===== src/hw/ltm_pkg.sv =====
// Purpose: shared constants for the led temperature measure control block
// Assumes: 8-bit register interface, sys_clk at 250 MHz
// Notes: offsets are the documented register addresses
package ltm_pkg;
  // register addresses on the control bus
  localparam logic [7:0] ADDR_CTRL = 8'h3e;
  localparam logic [7:0] ADDR_INT_RESULT = 8'h3f;
  localparam logic [7:0] ADDR_EXT_INPUT = 8'h40;
  // control field positions
  localparam int BIT_BUSY = 7;
  localparam int BIT_ENABLE = 2;
  localparam int BIT_REPEAT = 1;
  localparam int BIT_SRC_SEL = 0;
  // reset values
  localparam logic [7:0] RST_INT_RESULT = 8'h19;
  localparam logic [7:0] RST_EXT_INPUT = 8'h00;
  localparam logic [7:0] ZERO_BYTE = 8'h00;
  // compensation range limits, signed degrees
  localparam logic signed [7:0] TEMP_MAX = 8'sh59;
  localparam logic signed [7:0] TEMP_MIN = 8'shda;
  // nominal conversion time at room temperature
  localparam int CONV_TIME_MS = 20;
  localparam int CLK_MHZ = 250;
  localparam int CONV_CYCLES = CONV_TIME_MS * 1000 * CLK_MHZ;
  // conversion engine states
  typedef enum logic [0:0] {LTM_IDLE, LTM_CONV} ltm_state_e;
endpackage


===== src/hw/led_temp_measure_control.sv =====
// Purpose: temperature conversion control, result and compensation select
// Assumes: host reaches registers through a byte-wide read/write port
// Notes: sensor conversion timing comes from sensorDone when USE_SENSOR_DONE is set, else from the cycle counter
`timescale 1ns/1ps
`default_nettype none
module led_temp_measure_control
  import ltm_pkg::*;
#(
  parameter int CONV_CYCLES_P = CONV_CYCLES,
  parameter bit USE_SENSOR_DONE = 1'b0
) (
  input wire logic sys_clk,
  input wire logic rst,
  // register port, same clock domain
  input wire logic regWrEn,
  input wire logic regRdEn,
  input wire logic [7:0] regAddr,
  input wire logic [7:0] regWrData,
  output logic [7:0] regRdData,
  output logic regRdValid,
  // power save state from the device mode logic
  input wire logic powerSave,
  // analog sensor interface
  input wire logic sensorDone,
  input wire logic [7:0] sensorValue,
  output logic sensorEnable,
  // compensation feed
  output logic [7:0] compTemp
);

  localparam int CW = $clog2(CONV_CYCLES_P + 1);

  // elaboration check on the counter
  if (CONV_CYCLES_P < 1) begin : g_chk
    $error("CONV_CYCLES_P must be at least 1");
  end

  // clamp a signed value to the compensation range
  function automatic logic [7:0] clampTemp(input logic [7:0] v);
    logic signed [7:0] s;
    s = v;
    if (s > TEMP_MAX) begin
      clampTemp = TEMP_MAX;
    end else if (s < TEMP_MIN) begin
      clampTemp = TEMP_MIN;
    end else begin
      clampTemp = v;
    end
  endfunction

  // two-flop sync of sensor pins, they come from the analog side
  logic [1:0] doneSync_reg;
  logic [7:0] valMeta_reg;
  logic [7:0] valSync_reg;
  logic psMeta_reg;
  logic psSync_reg;
  logic psLast_reg;

  // synchronisers
  always_ff @(posedge sys_clk) begin
    if (rst) begin
      doneSync_reg <= 2'h0;
      valMeta_reg <= 8'h00;
      valSync_reg <= 8'h00;
      psMeta_reg <= 1'b0;
      psSync_reg <= 1'b0;
      psLast_reg <= 1'b0;
    end else begin
      doneSync_reg <= {doneSync_reg[0], sensorDone};
      valMeta_reg <= sensorValue;
      valSync_reg <= valMeta_reg;
      psMeta_reg <= powerSave;
      psSync_reg <= psMeta_reg;
      psLast_reg <= psSync_reg;
    end
  end

  logic doneSeen;
  assign doneSeen = doneSync_reg[1];

  // register state
  logic enable_reg, enable_next;
  logic repeat_reg, repeat_next;
  logic srcSel_reg, srcSel_next;
  logic [7:0] intResult_reg, intResult_next;
  logic [7:0] extInput_reg, extInput_next;
  logic startup_reg, startup_next;
  ltm_state_e state_reg, state_next;
  logic [CW-1:0] cnt_reg, cnt_next;
  logic busy_reg, busy_next;
  logic [7:0] rdData_reg, rdData_next;
  logic rdValid_reg, rdValid_next;
  logic [7:0] comp_reg, comp_next;
  logic sensEn_reg, sensEn_next;

  logic ctrlWrite;
  logic finish;
  logic exitPs;
  logic startReq;

  // next-state logic for registers and conversion engine
  always_comb begin
    enable_next = enable_reg;
    repeat_next = repeat_reg;
    srcSel_next = srcSel_reg;
    intResult_next = intResult_reg;
    extInput_next = extInput_reg;
    startup_next = 1'b0;
    state_next = state_reg;
    cnt_next = cnt_reg;
    rdData_next = rdData_reg;
    rdValid_next = 1'b0;
    ctrlWrite = regWrEn && (regAddr == ADDR_CTRL);
    exitPs = psLast_reg && !psSync_reg;
    finish = 1'b0;
    startReq = 1'b0;

    // control writes
    if (ctrlWrite) begin
      enable_next = regWrData[BIT_ENABLE];
      repeat_next = regWrData[BIT_REPEAT];
      srcSel_next = regWrData[BIT_SRC_SEL];
    end
    // external temperature, clamped on write
    if (regWrEn && (regAddr == ADDR_EXT_INPUT)) begin
      extInput_next = clampTemp(regWrData);
    end
    // writes to the result address are ignored

    // start conditions
    if (ctrlWrite && regWrData[BIT_ENABLE]) begin
      startReq = 1'b1;
    end
    if (enable_next && (startup_reg || exitPs)) begin
      startReq = 1'b1;
    end

    // conversion engine
    case (state_reg)
      LTM_IDLE: begin
        if (enable_next && repeat_next && !psSync_reg) begin
          startReq = 1'b1;
        end
      end
      LTM_CONV: begin
        if (!enable_next) begin
          state_next = LTM_IDLE;
        end else if (USE_SENSOR_DONE ? doneSeen
                     : (cnt_reg == CW'(CONV_CYCLES_P - 1))) begin
          finish = 1'b1;
        end else begin
          cnt_next = cnt_reg + CW'(1);
        end
      end
      default: begin
        state_next = LTM_IDLE;
      end
    endcase

    if (finish) begin
      intResult_next = valSync_reg;
      state_next = LTM_IDLE;
      if (repeat_next && !psSync_reg) begin
        startReq = 1'b1;
      end
    end
    if (psSync_reg && repeat_next && !(ctrlWrite && regWrData[BIT_ENABLE])) begin
      // repeat mode suspended in power save
      startReq = startReq && (startup_reg || exitPs);
    end
    if (startReq && enable_next) begin
      state_next = LTM_CONV;
      cnt_next = '0;
    end
    busy_next = (state_next == LTM_CONV);

    // read path
    if (regRdEn) begin
      rdValid_next = 1'b1;
      case (regAddr)
        ADDR_CTRL: begin
          rdData_next = ZERO_BYTE;
          rdData_next[BIT_BUSY] = busy_reg;
          rdData_next[BIT_ENABLE] = enable_reg;
          rdData_next[BIT_REPEAT] = repeat_reg;
          rdData_next[BIT_SRC_SEL] = srcSel_reg;
        end
        ADDR_INT_RESULT: begin
          rdData_next = intResult_reg;
        end
        ADDR_EXT_INPUT: begin
          rdData_next = extInput_reg;
        end
        default: begin
          rdData_next = ZERO_BYTE;
        end
      endcase
    end

    // compensation source
    comp_next = srcSel_next ? extInput_next : intResult_next;
    sensEn_next = enable_next;
  end

  // register stage
  always_ff @(posedge sys_clk) begin
    if (rst) begin
      enable_reg <= 1'b0;
      repeat_reg <= 1'b0;
      srcSel_reg <= 1'b0;
      intResult_reg <= RST_INT_RESULT;
      extInput_reg <= RST_EXT_INPUT;
      startup_reg <= 1'b1;
      state_reg <= LTM_IDLE;
      cnt_reg <= '0;
      busy_reg <= 1'b0;
      rdData_reg <= ZERO_BYTE;
      rdValid_reg <= 1'b0;
      comp_reg <= RST_INT_RESULT;
      sensEn_reg <= 1'b0;
    end else begin
      enable_reg <= enable_next;
      repeat_reg <= repeat_next;
      srcSel_reg <= srcSel_next;
      intResult_reg <= intResult_next;
      extInput_reg <= extInput_next;
      startup_reg <= startup_next;
      state_reg <= state_next;
      cnt_reg <= cnt_next;
      busy_reg <= busy_next;
      rdData_reg <= rdData_next;
      rdValid_reg <= rdValid_next;
      comp_reg <= comp_next;
      sensEn_reg <= sensEn_next;
    end
  end

  assign regRdData = rdData_reg;
  assign regRdValid = rdValid_reg;
  assign sensorEnable = sensEn_reg;
  assign compTemp = comp_reg;
endmodule
`default_nettype wire


===== config.mk =====
export PLATFORM = sky130hd
export DESIGN_NAME = led_temp_measure_control
export DESIGN_NICKNAME = d
export VERILOG_FILES = /design/src/hw/ltm_pkg.sv /design/src/hw/led_temp_measure_control.sv
export SDC_FILE = /design/constraint.sdc
export NUM_CORES = 1
export LEC_CHECK = 0
export ABC_AREA = 1
export BUFFER_PORTS_ARGS = -buffer_cell sky130_fd_sc_hd__buf_2
export CAP_MARGIN = 25
export CORE_ASPECT_RATIO = 1.75
export CORE_MARGIN = 3
export CORE_UTILIZATION = 49
export CTS_BUF_LIST = sky130_fd_sc_hd__clkbuf_2 sky130_fd_sc_hd__clkbuf_4 sky130_fd_sc_hd__clkbuf_8
export DETAILED_ROUTE_END_ITERATION = 10
export PLACE_DENSITY = 0.68
export SLEW_MARGIN = 20
export SYNTH_ARGS = -nofsm -noshare
export SYNTH_HDL_FRONTEND = slang
export SYNTH_SLANG_ARGS = --single-unit

===== constraint.sdc =====
create_clock -name sys_clk -period 2.2 [get_ports sys_clk]
set_input_delay 0.33 -clock sys_clk [delete_from_list [all_inputs] [get_ports sys_clk]]
set_output_delay 0.33 -clock sys_clk [all_outputs]
set_load 0.02 [all_outputs]

# Yosys cells after proc, flatten, opt, wreduce, memory -nomap -nowiden
# Cells that the tools add are included.
# word_totals
ff_bits,80
in_bits,30
out_inout_bits,18
word_cells,66
# op_classes
addsub,1
n_lt_le_gt_ge,2
eq_ne,4
mux,25
bitwise_logic,1
n_reduce_logical,17
# ops
cell,count
$mux 8,5
$pmux 8 s3,1
$add 23x1->23 const B,1
$eq 23x23->1 const B,1
$mux 1,19
$eq 8x6->1 const B,2
$logic_and 1x1->1,12
$eq 8x7->1 const B,1
$gt 8x8->1 const B,1
$lt 8x7->1 const B,1
$reduce_and 3->1,1
$logic_not 1->1,2
$reduce_or 2->1,1
$logic_or 1x1->1,1
$not 1->1,1

# Logic depth before layout (Yosys ltp)
# depth
depth_word,13
mapped_depth,14
ltp_nobuf,13

# Least setup slack after synthesis
# No wires, ideal clock.
# synth_path
path_kind,flip-flop to flip-flop
from,register cnt_reg[0]
to,register cnt_reg[22]
setup_ps,114
arrival_time_ps,1715
t_required_ps,2086
slack_ps,371
path_stages_with_launch,14
synth_period_minus_slack_ps,1829
path_cell_list,dfxtp_1 -> ha_1 -> nand3_2 -> nor2_4 -> inv_2 -> nor2_4 -> nand2_4 -> o21bai_2 -> nand2_1 -> nand2_1 -> nand2_2 -> nand2_4 -> buf_12 -> nor2_2
# synth_via
elab_chain_len,9
elab_cells_between_ends,12
classes_between,add/sub (1); eq/ne (1); mux (5); bitwise (1); reduce/logical (4)
# synth_rtl
element,line_no,text
from (decl),led_temp_measure_control.sv:89,"logic [CW-1:0] cnt_reg, cnt_next;"
from (signal assigned),led_temp_measure_control.sv:229,cnt_reg <= cnt_next;
$eq 23x23->1,led_temp_measure_control.sv:149,: (cnt_reg == CW'(CONV_CYCLES_P - 1))) begin
$mux 1,led_temp_measure_control.sv:148,end else if (USE_SENSOR_DONE ? doneSeen
$mux 1,led_temp_measure_control.sv:146,if (!enable_next) begin
$mux 1,led_temp_measure_control.sv:139,case (state_reg)
$mux 1,led_temp_measure_control.sv:160,if (finish) begin
$logic_and 1x1->1,led_temp_measure_control.sv:169,startReq = startReq && (startup_reg || exitPs);
$mux 1,led_temp_measure_control.sv:167,if (psSync_reg && repeat_next && !(ctrlWrite && regWrData[BIT_ENABLE])) begin
$logic_and 1x1->1,led_temp_measure_control.sv:171,if (startReq && enable_next) begin
$reduce_or 2->1 (no line),-,
# Several ways; a longest one is shown, not always the timed one.
# A chain may end at the register's enable or synchronous reset.

# Worst setup path after layout
# layout_path
from,register cnt_reg[1]
to,register cnt_reg[20]
# The elaborated chain is that of the path after synthesis.

==> qor.txt <==
Status - finished clean
Syn nets - 624
First-pass GRT wire length - 15.73 mm
FP Rows - 42
Final Instance Area - 4566 sq um
Initial antenna violation count - 0
Met3 WL post-DR - 270 um
Worst-path cell chain - ha_1, nand3_2, nor2_4, inv_2, nor2_4, nand2_4, o21bai_2, nand2_1, nand2_1, nand2_2, nand2_4, buf_12, nor2_1
Grt total ovfl - 0
I/O Buffers - 46
Largest area contributor in the netlist - dfxtp_1
Combinational power share - 0.046
Leak pwr - 2.063 nW
Max_cap viols - 0
Routed Antenna Nets - 0
Top Ports - 48
Max_slew headroom - 0.7051
Final wirelength - 9.633 mm
Post-DP Area - 4363 sq um
Total Routing Usage GR - 0.2203
FF+latch count, synth - 80
Core footprint - 7725 sq um
WL/cell - 12.97 um
Vias in the first global route - 3500
Worst Tran Pin Value - 442.3 ps
Initial DRC Count - 217
RSZ-0062 raised after global routing - no
Internal - 2.074 mW
Critical Path End Type - register
CTS root buf - clkbuf_8
Setup TNS - 0 ps
Via density - 4.974
Peak supply drop - 453.3 uV
Mean Syn Cell Area - 6.725 sq um
Worst Hold Class - input port to register
Die H - 125.2 um
Seq pwr share - 0.544
Asr flop ratio synth - 0
DP HPWL - 7.447 mm
Final cycle utilization of the critical path - 0.8745
Final Hold Vio Count - 0
Die W - 74.14 um
Initial Utilization - 0.5154
Clock Sinks - 80
Post-synth EDFFs - 0
Top-area cell type share of the netlist area - 0.4023
Dominant register cell in the synthesized netlist - dfxtp_1
Clock power share - 0.410
Mapped Cells - 592
Latest clock arrival within the worst-skew pair - 350 ps
Met1 WL - 3.608 mm
DRT Pass-1 Iters - 5
Worst Setup Start Kind - register
Cts repair resizes - 0
Cts hold-fix bufs - 0
P per Cell Area - 591.9 nW/um^2
Net Sw Frac - 0.2326
Post-synth top cells - nand2_1, inv_1, nor2_1
Nets@finish - 683
Max reg flops - 23
Number of remaining DRC errors - 0
CTS tree - done
Crit Path Max Fanout - 11
# diodes - 0
Post-Syn Area - 3981 sq um
Final setup fails - 0
Worst-path clk slew - 90 ps
P_sw - 0.6285 mW
Post-synthesis sequential area ratio - 0.4023
Placer Congestion - 0.9313
Met2 Routed Length - 5.367 mm
Synth-to-layout area growth - 14.68%
Layout cells sized above 1 - 0.1618
Crit Path Class - register to register
Worst path slowest cell - dfxtp_1
Setup bufs post-CTS - 0
Crit path DAT - 2170 ps
Clk buf depth - 2
Min Tclk post-route - 1924 ps
Post-synth cell types - 35
YS warnings - 0
Finished Core Util - 0.5910
Critical Path RT - 2450 ps
FMAX - 519.8 MHz
CTS Buf Count - 9
Largest net degree at the start of global routing - 36
Uppermost routed layer - met4
Top post-synthesis cells by area - dfxtp_1, nand2_1, inv_1
Die area - 9286 sq um
Vias - 3696
Clock H-tree levels - 3
Slowest stage delay, CP - 390 ps
Most frequent cell after synthesis - nand2_1
Fin. max-slew vios - 0
Final Skew - 11.28 ps
[critical path, delay by kind of cell (launching register included)]
| family | cells | cell delay, ps |
|---|---|---|
| AOI/OAI and AO/OA | 1 | 140 |
| and+or+nand+nor | 9 | 840 |
| DFF | 1 | 390 |
| adders and majority gates | 1 | 220 |
| buffers and inverters | 2 | 210 |
[layout by cell type (no fill, tap or decap), types with 11 or more instances in the layout]
master	n
inv_1	93
a21oi_1	26
nand2_1	159
nor2_2	11
dfxtp_1	80
buf_2	46
nand3_1	32
nor2_1	92
o21ai_0	13
nand4_1	13
buf_4	13
[path summary, 6_finish.rpt]
path	startpoint	end	slack [ps]	cells after the start
hold reg to reg	valMeta_reg[6]	valSync_reg[6]	400	2
hold / removal	sensorValue[7]	valMeta_reg[7]	170	3
setup / recovery	cnt_reg[1]	cnt_reg[20]	280	13
setup reg to reg	cnt_reg[1]	cnt_reg[20]	280	13
[logic make-up (layout without fill, tap and decap cells)]
group,count (synthesis),in the layout,share of synthesized area
xor+xnor,14,14,0.03080
buf+inv,108,171,0.1138
flops,80,80,0.4023
fa+ha+maj,2,2,0.006284
compound gates,48,48,0.06537
simple gates,340,340,0.3815
[metrics by stage]
| step | setup WS (ps) | hold WS, ps | cells | total power [mW] |
|---|---|---|---|---|
| after floorplan | 371.2 | 357.7 | 592 | 1.576 |
| after global placement | 225.1 | 389.9 | 728 | 1.625 |
| after detailed placement | 182.7 | 394.8 | 728 | 1.628 |
| after CTS | 234.5 | 151.3 | 743 | 2.741 |
| after global routing | 40.55 | 159.5 | 743 | 2.823 |
| final | 276.1 | 169.6 | 743 | 2.702 |
[layer usage]
| metal | up-vias | track usage |
|---|---|---|
| met1 | 1663 | 0.2283 |
| met3 | 25 | 0.03454 |
| met4 | 0 | 0.1377 |
| li1 | 1934 | - |
| met2 | 74 | 0.3933 |
| met5 | - | 0 |
[power by group through the flow]
stage	logic, mW	registers, mW	clock network (mW)
after floorplan	0.0713	1.50	0
after detailed placement	0.124	1.50	0
after CTS	0.124	1.47	1.15
after global routing	0.141	1.47	1.21
final	0.124	1.47	1.11
after global placement	0.121	1.50	0
[area by class of cell]
class                      count  area [sq um]
multi-input combinational    404          1927
tap                           88         110.1
clock buffer                  10         137.6
timing repair buffer          61         367.9
sequential                    80          1602
inverter                      95         356.6
clock inverter                 5         65.06
fill                         773          3159
Note: power is estimated with default switching activity, not from simulation.
